## src/logic/emp_pkg.sv

```systemverilog
// Shared constants and carrier types for the external MII port
package emp_pkg;
	// Register indices; a register's byte address is four times its index
	localparam logic [7:0] MGMT_IDX = 8'h14;
	localparam logic [7:0] PST_IDX = 8'h17;
	localparam logic [7:0] CTRL_IDX = 8'h18;
	localparam logic [7:0] TXD_IDX = 8'h19;
	localparam logic [7:0] RXD_IDX = 8'h1a;
	localparam logic [7:0] STAT_IDX = 8'h1b;
	// Management register fields
	localparam int MGMT_MDC_BIT = 0;
	localparam int MGMT_MDO_BIT = 1;
	localparam int MGMT_MDOE_BIT = 2;
	localparam int MGMT_MDI_BIT = 3;
	// PHY status register fields
	localparam int PST_SPEED_BIT = 6;
	localparam int PST_DUPLEX_BIT = 5;
	localparam int PST_LINE_BIT = 4;
	// Control register fields
	localparam int CTRL_SEL_BIT = 0;
	localparam int CTRL_TXGO_BIT = 1;
	// Status register fields
	localparam int STAT_CRS_BIT = 0;
	localparam int STAT_COL_BIT = 1;
	localparam int STAT_TXFULL_BIT = 2;
	localparam int STAT_RXVAL_BIT = 3;
	localparam int STAT_TXBUSY_BIT = 4;
	// Reset values
	localparam logic [3:0] MGMT_RST = 4'h0;
	localparam logic [1:0] CTRL_RST = 2'h0;
	// Management clock limit and fastest legal toggle spacing in pclk cycles
	localparam int MDC_MAX_KHZ = 2500;
	localparam int PCLK_MHZ = 200;
	localparam int MDC_HALF_CYC = (PCLK_MHZ * 1000) / (2 * MDC_MAX_KHZ);
	localparam int FIFO_DEPTH = 4;
	localparam int NIB_W = 4;

	typedef struct packed {
		logic speed;
		logic duplex;
		logic line_up;
	} emp_phy_stat_s;

	typedef struct packed {
		logic tx_clk;
		logic rx_clk;
		logic rx_dv;
		logic [3:0] rxd;
		logic crs;
		logic col;
	} emp_mii_in_s;

	typedef enum logic [1:0] {
		TX_IDLE = 2'b00,
		TX_SEND = 2'b01,
		TX_LAST = 2'b10
	} emp_tx_e;
endpackage : emp_pkg

```

## src/logic/emp_fifo.sv

```systemverilog
// Small valid/ready FIFO with combinational read data
`timescale 1ns/1ps
module emp_fifo #(
	parameter int WIDTH = 4,
	parameter int DEPTH = 4
) (
	// Clock and reset
	input wire logic pclk,
	input wire logic presetn,
	input wire logic clk_en,
	// Fill side
	input wire logic in_valid,
	input wire logic [WIDTH-1:0] in_data,
	output logic in_ready,
	// Drain side
	output logic out_valid,
	output logic [WIDTH-1:0] out_data,
	input wire logic out_ready
);
	localparam int AW = $clog2(DEPTH);
	logic [WIDTH-1:0] mem_reg [DEPTH];
	logic [AW-1:0] wr_ptr_reg;
	logic [AW-1:0] rd_ptr_reg;
	logic [AW:0] count_reg;
	logic push;
	logic pop;

	assign in_ready = (count_reg != (AW+1)'(DEPTH));
	assign out_valid = (count_reg != '0);
	assign push = in_valid && in_ready;
	assign pop = out_valid && out_ready;
	assign out_data = mem_reg[rd_ptr_reg];

	always_ff @(posedge pclk) begin
		if (clk_en && push) begin
			mem_reg[wr_ptr_reg] <= in_data;
		end
	end

	always_ff @(posedge pclk or negedge presetn) begin
		if (!presetn) begin
			wr_ptr_reg <= '0;
			rd_ptr_reg <= '0;
			count_reg <= '0;
		end else if (clk_en) begin
			if (push) begin
				wr_ptr_reg <= wr_ptr_reg + 1'b1;
			end
			if (pop) begin
				rd_ptr_reg <= rd_ptr_reg + 1'b1;
			end
			count_reg <= count_reg + (AW+1)'(push) - (AW+1)'(pop);
		end
	end
endmodule : emp_fifo

```

## src/logic/emp_port.sv

```systemverilog
// External MII port: TX/RX nibble paths, CRS/COL sampling, MDC/MDIO by software
// Function
// (RULE1) RXD sampled on receive clock edges
// (RULE2) Nibbles accepted only while RX_DV high
// (RULE3) No receive-error input; errors ignored
// (RULE4) PHY drives carrier sense asynchronously
// (RULE5) Collision input is the collision indication
// (RULE6) TX_EN changes on rising TX_CLK only
// (RULE7) TXD updated on rising TX_CLK edges
// (RULE8) PHY supplies free-running transmit clock
// (RULE9) PHY supplies free-running receive clock
// (RULE10) MDC pin follows software bit 0
// (RULE11) MDIO bits timed by MDC rising edge
// (RULE12) Software keeps MDC at most 2.5 MHz
// (RULE13) MDIO exchanges follow MII management frames
// (RULE14) Offset 17h bits 6,5,4 report PHY status
// (RULE15) Asynchronous inputs synchronised before use
// (RULE16) MDIO driven only while enable bit set
//
// The APB slave port and the address map were left to the implementer.
`timescale 1ns/1ps
module emp_port (
	// APB slave
	input wire logic pclk,
	input wire logic presetn,
	input wire logic clk_en,
	input wire logic psel,
	input wire logic penable,
	input wire logic pwrite,
	input wire logic [9:0] paddr,
	input wire logic [31:0] pwdata,
	output logic [31:0] prdata,
	output logic pready,
	output logic pslverr,
	// MII from PHY
	input wire emp_pkg::emp_mii_in_s mii_in,
	// PHY status pins
	input wire emp_pkg::emp_phy_stat_s phy_stat_in,
	// MII to PHY
	output logic tx_en,
	output logic [3:0] txd,
	// Station management
	output logic mdc,
	output logic mdio_o,
	output logic mdio_oe_n,
	input wire logic mdio_i
);
	// Three-stage samplers; stage 2 and 3 must agree before a change counts
	localparam int NS = 12;
	logic [NS-1:0] raw;
	logic [NS-1:0] s1_reg;
	logic [NS-1:0] s2_reg;
	logic [NS-1:0] s3_reg;
	logic [NS-1:0] clean_reg;
	assign raw = {mii_in.tx_clk, mii_in.rx_clk, mii_in.rx_dv, mii_in.rxd,
		mii_in.crs, mii_in.col, phy_stat_in.speed, phy_stat_in.duplex,
		mdio_i};

	always_ff @(posedge pclk or negedge presetn) begin
		if (!presetn) begin
			s1_reg <= '0;
			s2_reg <= '0;
			s3_reg <= '0;
		end else if (clk_en) begin
			s1_reg <= raw;
			s2_reg <= s1_reg;
			s3_reg <= s2_reg;
		end
	end

	genvar gi;
	generate
		for (gi = 0; gi < NS; gi++) begin : g_filt
			always_ff @(posedge pclk or negedge presetn) begin
				if (!presetn) begin
					clean_reg[gi] <= 1'b0;
				end else if (clk_en && (s2_reg[gi] == s3_reg[gi])) begin
					clean_reg[gi] <= s3_reg[gi]; // [RULE15]
				end
			end
		end
	endgenerate

	// Line-up bit sampled separately to keep the vector at twelve
	logic lu1_reg;
	logic lu2_reg;
	logic lu3_reg;
	logic lu_reg;
	always_ff @(posedge pclk or negedge presetn) begin
		if (!presetn) begin
			lu1_reg <= 1'b0;
			lu2_reg <= 1'b0;
			lu3_reg <= 1'b0;
			lu_reg <= 1'b0;
		end else if (clk_en) begin
			lu1_reg <= phy_stat_in.line_up;
			lu2_reg <= lu1_reg;
			lu3_reg <= lu2_reg;
			if (lu2_reg == lu3_reg) begin
				lu_reg <= lu3_reg; // [RULE15]
			end
		end
	end

	logic txc_s;
	logic rxc_s;
	logic rxdv_s;
	logic [3:0] rxd_s;
	logic crs_s;
	logic col_s;
	logic speed_s;
	logic duplex_s;
	logic mdi_s;
	assign {txc_s, rxc_s, rxdv_s, rxd_s, crs_s, col_s, speed_s,
		duplex_s, mdi_s} = clean_reg;

	logic txc_d_reg;
	logic rxc_d_reg;
	logic tx_rise;
	logic rx_rise;
	always_ff @(posedge pclk or negedge presetn) begin
		if (!presetn) begin
			txc_d_reg <= 1'b0;
			rxc_d_reg <= 1'b0;
		end else if (clk_en) begin
			txc_d_reg <= txc_s;
			rxc_d_reg <= rxc_s;
		end
	end
	assign tx_rise = txc_s && !txc_d_reg; // [RULE8]
	assign rx_rise = rxc_s && !rxc_d_reg; // [RULE9]

	// APB decode; registers sit at index*4
	function automatic logic hit(input logic [9:0] a, input logic [7:0] idx);
		hit = (a == {idx, 2'b00});
	endfunction : hit

	logic wr_acc;
	logic rd_acc;
	logic mapped;
	assign wr_acc = psel && penable && pwrite && clk_en;
	assign rd_acc = psel && !penable && !pwrite && clk_en;
	assign mapped = hit(paddr, emp_pkg::MGMT_IDX)
		|| hit(paddr, emp_pkg::PST_IDX) || hit(paddr, emp_pkg::CTRL_IDX)
		|| hit(paddr, emp_pkg::TXD_IDX) || hit(paddr, emp_pkg::RXD_IDX)
		|| hit(paddr, emp_pkg::STAT_IDX);

	logic [3:0] mgmt_reg;
	logic [1:0] ctrl_reg;
	logic [3:0] rxnib_reg;
	logic rxval_reg;
	logic col_seen_reg;

	// Transmit FIFO between software and the TX_CLK-paced sender
	logic fifo_in_valid;
	logic fifo_in_ready;
	logic fifo_out_valid;
	logic [3:0] fifo_out_data;
	logic fifo_pop;
	// Push only on the accepting edge, so a stalled write lands once
	assign fifo_in_valid = wr_acc && pready
		&& hit(paddr, emp_pkg::TXD_IDX);

	emp_fifo #(
		.WIDTH(emp_pkg::NIB_W),
		.DEPTH(emp_pkg::FIFO_DEPTH)
	) u_txfifo (
		.pclk(pclk),
		.presetn(presetn),
		.clk_en(clk_en),
		.in_valid(fifo_in_valid),
		.in_data(pwdata[3:0]),
		.in_ready(fifo_in_ready),
		.out_valid(fifo_out_valid),
		.out_data(fifo_out_data),
		.out_ready(fifo_pop)
	);

	// Writes to a full FIFO stall the bus instead of dropping data
	always_ff @(posedge pclk or negedge presetn) begin
		if (!presetn) begin
			pready <= 1'b0;
			pslverr <= 1'b0;
		end else if (clk_en) begin
			if (psel && !penable) begin
				pready <= !(pwrite && hit(paddr, emp_pkg::TXD_IDX)
					&& !fifo_in_ready);
				pslverr <= !mapped;
			end else if (psel && penable && !pready) begin
				pready <= fifo_in_ready;
			end else begin
				pready <= 1'b0;
				pslverr <= 1'b0;
			end
		end
	end

	always_ff @(posedge pclk or negedge presetn) begin
		if (!presetn) begin
			mgmt_reg <= emp_pkg::MGMT_RST;
		end else if (wr_acc && pready && hit(paddr, emp_pkg::MGMT_IDX)) begin
			mgmt_reg <= pwdata[3:0]; // [RULE10] [RULE12] [RULE16]
		end
	end

	always_ff @(posedge pclk or negedge presetn) begin
		if (!presetn) begin
			ctrl_reg <= emp_pkg::CTRL_RST;
		end else if (wr_acc && pready && hit(paddr, emp_pkg::CTRL_IDX)) begin
			ctrl_reg <= pwdata[1:0];
		end
	end

	// Receive path: one nibble per RX_CLK rise while RX_DV; no error input
	logic rd_rx;
	assign rd_rx = psel && penable && pready && !pwrite && clk_en
		&& hit(paddr, emp_pkg::RXD_IDX);
	always_ff @(posedge pclk or negedge presetn) begin
		if (!presetn) begin
			rxnib_reg <= 4'h0;
			rxval_reg <= 1'b0;
		end else if (clk_en) begin
			if (ctrl_reg[emp_pkg::CTRL_SEL_BIT] && rx_rise && rxdv_s) begin
				rxnib_reg <= rxd_s; // [RULE1] [RULE2] [RULE3]
				rxval_reg <= 1'b1;
			end else if (rd_rx) begin
				rxval_reg <= 1'b0;
			end
		end
	end

	// Sticky collision flag; a new collision wins over the clearing read
	logic rd_stat;
	assign rd_stat = psel && penable && pready && !pwrite && clk_en
		&& hit(paddr, emp_pkg::STAT_IDX);
	always_ff @(posedge pclk or negedge presetn) begin
		if (!presetn) begin
			col_seen_reg <= 1'b0;
		end else if (clk_en) begin
			if (col_s) begin
				col_seen_reg <= 1'b1; // [RULE5]
			end else if (rd_stat) begin
				col_seen_reg <= 1'b0;
			end
		end
	end

	// Transmit sender, paced by sampled TX_CLK rises
	emp_pkg::emp_tx_e tx_state_reg;
	always_ff @(posedge pclk or negedge presetn) begin
		if (!presetn) begin
			tx_state_reg <= emp_pkg::TX_IDLE;
			tx_en <= 1'b0;
			txd <= 4'h0;
		end else if (clk_en && tx_rise) begin
			case (tx_state_reg)
			emp_pkg::TX_IDLE: begin
				if (fifo_out_valid && ctrl_reg[emp_pkg::CTRL_TXGO_BIT]
					&& ctrl_reg[emp_pkg::CTRL_SEL_BIT]) begin
					tx_en <= 1'b1; // [RULE6]
					txd <= fifo_out_data; // [RULE7]
					tx_state_reg <= emp_pkg::TX_SEND;
				end
			end
			emp_pkg::TX_SEND: begin
				if (fifo_out_valid) begin
					txd <= fifo_out_data; // [RULE7]
				end else begin
					tx_en <= 1'b0; // [RULE6]
					txd <= 4'h0;
					tx_state_reg <= emp_pkg::TX_IDLE;
				end
			end
			default: begin
				tx_en <= 1'b0;
				tx_state_reg <= emp_pkg::TX_IDLE;
			end
			endcase
		end
	end
	assign fifo_pop = clk_en && tx_rise && fifo_out_valid
		&& (tx_state_reg == emp_pkg::TX_SEND
		|| (tx_state_reg == emp_pkg::TX_IDLE
		&& ctrl_reg[emp_pkg::CTRL_TXGO_BIT]
		&& ctrl_reg[emp_pkg::CTRL_SEL_BIT]));

	// Management pins follow software bits; framing and rate are software's
	always_ff @(posedge pclk or negedge presetn) begin
		if (!presetn) begin
			mdc <= 1'b0;
			mdio_o <= 1'b0;
			mdio_oe_n <= 1'b1;
		end else if (clk_en) begin
			mdc <= mgmt_reg[emp_pkg::MGMT_MDC_BIT]; // [RULE10] [RULE11]
			mdio_o <= mgmt_reg[emp_pkg::MGMT_MDO_BIT]; // [RULE13]
			mdio_oe_n <= !mgmt_reg[emp_pkg::MGMT_MDOE_BIT]; // [RULE16]
		end
	end

	// Read data, registered in the setup cycle
	always_ff @(posedge pclk or negedge presetn) begin
		if (!presetn) begin
			prdata <= 32'h0000_0000;
		end else if (rd_acc) begin
			prdata <= 32'h0000_0000;
			if (hit(paddr, emp_pkg::MGMT_IDX)) begin
				prdata[3:0] <= {mdi_s, mgmt_reg[2:0]}; // [RULE16]
			end
			if (hit(paddr, emp_pkg::PST_IDX)
				&& ctrl_reg[emp_pkg::CTRL_SEL_BIT]) begin
				prdata[emp_pkg::PST_SPEED_BIT] <= speed_s; // [RULE14]
				prdata[emp_pkg::PST_DUPLEX_BIT] <= duplex_s; // [RULE14]
				prdata[emp_pkg::PST_LINE_BIT] <= lu_reg; // [RULE14]
			end
			if (hit(paddr, emp_pkg::CTRL_IDX)) begin
				prdata[1:0] <= ctrl_reg;
			end
			if (hit(paddr, emp_pkg::RXD_IDX)) begin
				prdata[3:0] <= rxnib_reg;
			end
			if (hit(paddr, emp_pkg::STAT_IDX)) begin
				prdata[emp_pkg::STAT_CRS_BIT] <= crs_s; // [RULE4]
				prdata[emp_pkg::STAT_COL_BIT] <= col_seen_reg;
				prdata[emp_pkg::STAT_TXFULL_BIT] <= !fifo_in_ready;
				prdata[emp_pkg::STAT_RXVAL_BIT] <= rxval_reg;
				prdata[emp_pkg::STAT_TXBUSY_BIT] <= tx_en;
			end
		end
	end
endmodule : emp_port

```

## config.mk

```make
export PLATFORM = sky130hd
export DESIGN_NAME = emp_port
export DESIGN_NICKNAME = d
export VERILOG_FILES = /design/src/logic/emp_pkg.sv /design/src/logic/emp_fifo.sv /design/src/logic/emp_port.sv
export SDC_FILE = /design/constraint.sdc
export NUM_CORES = 1
export LEC_CHECK = 0
export BUFFER_PORTS_ARGS = -buffer_cell sky130_fd_sc_hd__buf_2
export CELL_PAD_IN_SITES_DETAIL_PLACEMENT = 0
export CELL_PAD_IN_SITES_GLOBAL_PLACEMENT = 1
export CORE_UTILIZATION = 43
export DETAILED_ROUTE_END_ITERATION = 6
export PLACE_DENSITY_LB_ADDON = 0.1
export SETUP_SLACK_MARGIN = 0.2
export SLEW_MARGIN = 20
export SYNTH_ARGS = -nofsm -noshare
export SYNTH_HDL_FRONTEND = slang
export SYNTH_HIERARCHICAL = 1
export SYNTH_SLANG_ARGS = --single-unit
```

## constraint.sdc

```tcl
create_clock -name pclk -period 3.6 [get_ports pclk]
set_input_delay 0.9 -clock pclk [delete_from_list [all_inputs] [get_ports pclk]]
set_output_delay 0.9 -clock pclk [all_outputs]
set_load 0.02 [all_outputs]
```

* Word level (Yosys, flattened, before mapping)
Memories as Yosys holds them, arrays and structs flattened.
Cells that the tools add are included.
** Word-level totals
- Bits in registers :: 91
- Latch bits :: 0
- Bits in writable memories :: 16
- ROM bits :: 0
- Input bits :: 61
- Logic and storage cells :: 165
- Memories kept :: 1
** Operators by class
- Add/sub/neg operators :: 4
- Multipliers :: 0
- Divide/modulo/power cells :: 0
- Order comparisons :: 0
- Eq/ne operators :: 24
- Shifts and indexed selects :: 0
- Muxes and demuxes :: 24
- Bitwise operators :: 0
- Reduce and logical (&&, ||, !) cells :: 74
** Memory list
- u_txfifo.mem_reg :: words 4, bits a word 4, read ports 1, clocked after Yosys merged registers in 0, write ports 1, RTL line emp_fifo.sv:21 : logic [WIDTH-1:0] mem_reg [DEPTH];
** Operators with widths (count)
- $eq 10x7->1 const B :: 6
- $logic_and 1x1->1 :: 45
- $mux 4 :: 4
- $reduce_and 2->1 :: 7
- $eq 1x1->1 :: 13
- $mux 1 :: 12
- $logic_not 1->1 :: 9
- $pmux 4 s2 :: 1
- $logic_or 1x1->1 :: 6
- $mux 2 :: 3
- $ne 2x2->1 const B :: 3
- $reduce_and 3->1 :: 2
- $reduce_bool 2->1 :: 3
- $mux 5 :: 1
- $add 2x1->2 const B :: 2
- $pmux 2 s2 :: 1
- $add 3x1->3 :: 1
- $mux 3 :: 1
- $ne 3x3->1 const B :: 1
- $reduce_bool 3->1 :: 1
- $sub 3x1->3 :: 1
- $eq 2x1->1 const B :: 1
- $logic_not 2->1 :: 1
- $pmux 1 s2 :: 1

* Logic depth before layout (Yosys ltp)
- Depth after elaboration :: 9
- Depth in mapped cells :: 12
- Gate-level depth less buffers :: 12

* Hierarchy
Netlist, hierarchy kept.
** By module, submodules not included
- emp_port :: instances 1, cells an instance 323, area each 3766.1 um2, sequential area each 2053.2 um2
- emp_fifo :: instances 1, cells an instance 63, area each 1054.8 um2, sequential area each 655.6 um2

* Worst setup path before layout
OpenSTA, ideal clock, no wires.
- Path kind :: input to register
- From :: in paddr[9]
- To :: reg u_txfifo.count_reg[2]
- Data arrival time :: 2.993 ns
- Data required time :: 3.477 ns
- Path slack :: 0.484 ns
- Stages on the path :: 12
- Cell sequence :: nor4_4 > nand3_2 > nor4_1 > nand2_1 > ha_1 > inv_1 > ha_1 > inv_1 > fa_1 > xor2_1 > nand2_1 > xnor2_1
** On the way
- Cells in the longest elaborated chain, start to end :: 5
** Ends and longest elaborated chain
- from (decl) :: RTL line emp_port.sv:30 : input wire logic [9:0] paddr,
- $eq 10x7->1 :: RTL line emp_port.sv:135 : hit = (a == {idx, 2'b00});
- $logic_and 1x1->1 :: RTL line emp_port.sv:162 : && hit(paddr, emp_pkg::TXD_IDX);
- net fifo_in_valid :: RTL line emp_port.sv:155 : logic fifo_in_valid;
- $logic_and 1x1->1 :: RTL line emp_fifo.sv:30 : assign push = in_valid && in_ready;
- $add 3x1->3 :: RTL line emp_fifo.sv:52 : count_reg <= count_reg + (AW+1)'(push) - (AW+1)'(pop);
- $sub 3x1->3 :: RTL line emp_fifo.sv:52
- to (signal assigned) :: RTL line emp_fifo.sv:52
- to (decl) :: RTL line emp_fifo.sv:24 : logic [AW:0] count_reg;
The timed path passes the listed nets, and every way through them passes these cells.
A chain may end at the register's enable or synchronous reset.

* Final worst setup path
Ends and elaborated chain as after synthesis.

==> impl_metrics.toml <==
[worst_setup_path]
r2r_start = "pready"
worst_setup_path_end_kind = "flip-flop"
cp-startpoint = "paddr[9]"
critPathKind = "input pin to flip-flop"
arrival_ps = 3360
start_kind = "input pin"
slowest_stage = "fa_1"
crit_end = "u_txfifo/count_reg[2]"
slowest_delay_ps = 370
cp_max_fo = 3
r2r_slack_ps = 870
r2r_end = "u_txfifo/count_reg[2]"
r2r_cells = 13
crit_chain = "buf_2 > nor4_4 > nand3_2 > nor4_1 > buf_4 > nand2_1 > ha_1 > inv_1 > ha_1 > inv_1 > fa_1 > xor2_1 > nand2_1 > xnor2_1"
path_depth = 14
crit_buf_inv = 4
required_ps = 3880
critPathTopFamily = "simple AND/OR/NAND/NOR gates"

[job]
maxCapViolCount = 0

[timing]
slew_viol_final = 0
setup_tns_ps = 0
fin_crit_sh_pct = 85.7
relSlewSlack_pct = 37.6
setup_ws_ps = 514
worst_pin_slew_ps = 936
setup_viol = 0
layout_min_cycle_time_ps = 3090
max_freq_ghz = 0.324
rsz0062_at_grt = "false"
fin_skew_ps = 7.91
hold_violations = 0

[clock_network]
clk_transition_reported_paths_ps = 90
cts_root_buf = "clkbuf_8"
cts-buffers-inserted = 9
ctsHoldBuffers = 0
tritoncts = "done"
clkLatencyLatePin_ps = 380
max-clock-path-buffers = 2
cts_sinks = 105
cts_resized = 0
h-tree-depth = 3
postCtsSetupRepairBufs = 0

[routing]
drt_iter0_drc = 83
drc = 0
drt_first_pass_iters = 4
viasPerCell = 5.11
vias = 2979
wire_per_inst_um = 15.0
finalWirelength_um = 8740
ant_nets = 0

[worst_hold_path]
hold_path_class = "flip-flop to flip-flop"

[power_and_ir_drop]
power_density_nw_per_um2 = 459
power.leakage_nw = 2.37
pwr-share-seq_pct = 58.4
p_clk_share_pct = 29.1
power_frac_comb_pct = 12.5
ir_drop_v = 0.000369
switching_share_pct = 26.4
internal_power_mw = 1.80
p_sw_mw = 0.643

[place]
place_hpwl_um = 6150
gp_congestion = 0.756
io_buffers = 49
place_ws_ps = 68.4

[synthesis]
synth_area_leaders = "dfrtp_1 46%, mux2_2 12%, edfxtp_1 10%, buf_4 3.9%, a21oi_1 3.3%"
synth_edf_count = 16
yosys.area.top_type = "dfrtp_1"
yosysWarnings = 6
syn_inst = 386
avgSynthCellArea_um2 = 12.5
ys_types = 53
seq_area_frac_synth_pct = 56.2
yosysMostFrequentCell = "dfrtp_1"
mappedNetlistArea_um2 = 4820
synth_seq_cells = 105
synth_commonest_cells = "88 x dfrtp_1, 51 x mux2_2, 32 x a21oi_1"
ys.flop_type = "dfrtp_1"
synth_top_area_share_pct = 45.7
async_flop_share_pct = 84.8

[final_layout]
largest_reg_flops = 16
drive_above_1_share_pct = 32.3
final_nets = 506
diodes = 0
area_growth_pct = 10.3

[global_route]
grtUsageTotal_pct = 17.3
grt_antenna_before_repair = 0
overflow = 0
grt_start_max_net_pins = 86
grt_pass1_vias = 2945
grt_pass1_wl_um = 15000

[outcome]
status = "finished clean"

[floorplan]
rows = 38
start_util_pct = 44.3
fp.coreArea_um2 = 10900
fp.dieH_um = 108
num_io_pins = 103
die_w_um = 108
dieArea_um2 = 11600
[metal layers]
| metal | vias up | routed length [µm] | global-route usage (%) |
|---|---|---|---|
| met3 | 17 | 523 | 5.87 |
| li1 | 1419 | - | - |
| met2 | 75 | 3890 | 25.8 |
| met4 | 0 | 201 | 7.83 |
| met5 | - | 0 | 0 |
| met1 | 1468 | 4120 | 22.8 |
[tightest hold or removal path, stage by stage, from the launching register on]
cell     delay [ps]
dfstp_2         370
inv_1            40
mux2i_1          50
[power groups by stage]
stage                     combinational [mW]  sequential [mW]  clock [mW]
final                                  0.305             1.42       0.709
after global routing                   0.350             1.45       0.786
after CTS                              0.312             1.43       0.744
after detailed placement               0.311             1.45           0
after global placement                 0.300             1.44           0
after floorplan                        0.249             1.42           0
[layout make-up]
class	instances	area (µm²)
clock inverters	6	58.8
well taps	140	175
multi-input cells	257	1910
fillers	1003	5570
repair buffers	57	308
clock buffers	10	128
flip-flops and latches	105	2710
inverters	8	30.0
[kinds of logic (layout without fill, tap and decap cells)]
family,count (synthesis),count (layout),share of synthesized area (%)
buffers and inverters,48,81,6.07
AND/OR/NAND/NOR,99,99,12.3
multiplexers,59,59,14.7
AO/OA/AOI/OAI,61,61,7.47
flip-flops,105,105,56.2
other,1,25,0.0778
adder cells (fa/ha/maj),7,7,1.97
XOR/XNOR,6,6,1.25
[worst min path at each step]
stage	to	cells past startpoint	slack, ps	start
floorplan	mdio_oe_n	1	410	mgmt_reg[2]
global placement	mdio_oe_n	2	460	mdio_oe_n
detailed placement	mdio_oe_n	2	450	mdio_oe_n
CTS	mdio_oe_n	2	470	mdio_oe_n
global route	mdio_oe_n	2	500	mdio_oe_n
finish	mdio_oe_n	2	470	mdio_oe_n
[through the flow]
step / std cells / total power [mW] / instance area, µm² / util (%) / hold WS [ps]
floorplan: 410 / 1.67 / 4910 / - / 410
global placement: 567 / 1.74 / 5130 / 47.1 / 456
detailed placement: 567 / 1.76 / 5130 / 47.1 / 454
CTS: 583 / 2.48 / 5320 / 48.8 / 472
global route: 583 / 2.58 / 5320 / 48.8 / 500
finish: 583 / 2.44 / 5320 / 48.8 / 467
[cells in the final DEF, fill, tap and decap left out, types with 3 or more instances in the layout]
master / n
edfxtp_1: 16
nand4_1: 5
conb_1: 25
buf_4: 9
nand2b_1: 17
o21ai_0: 14
mux4_2: 4
and2_4: 4
xnor2_1: 4
nand3_1: 8
nor2_1: 20
ha_1: 6
dfrtp_1: 88
clkbuf_8: 9
nand2_1: 24
mux2_2: 51
inv_1: 8
nor2b_1: 3
buf_2: 48
a21oi_1: 32
Note: power is estimated with default switching activity, not from simulation.
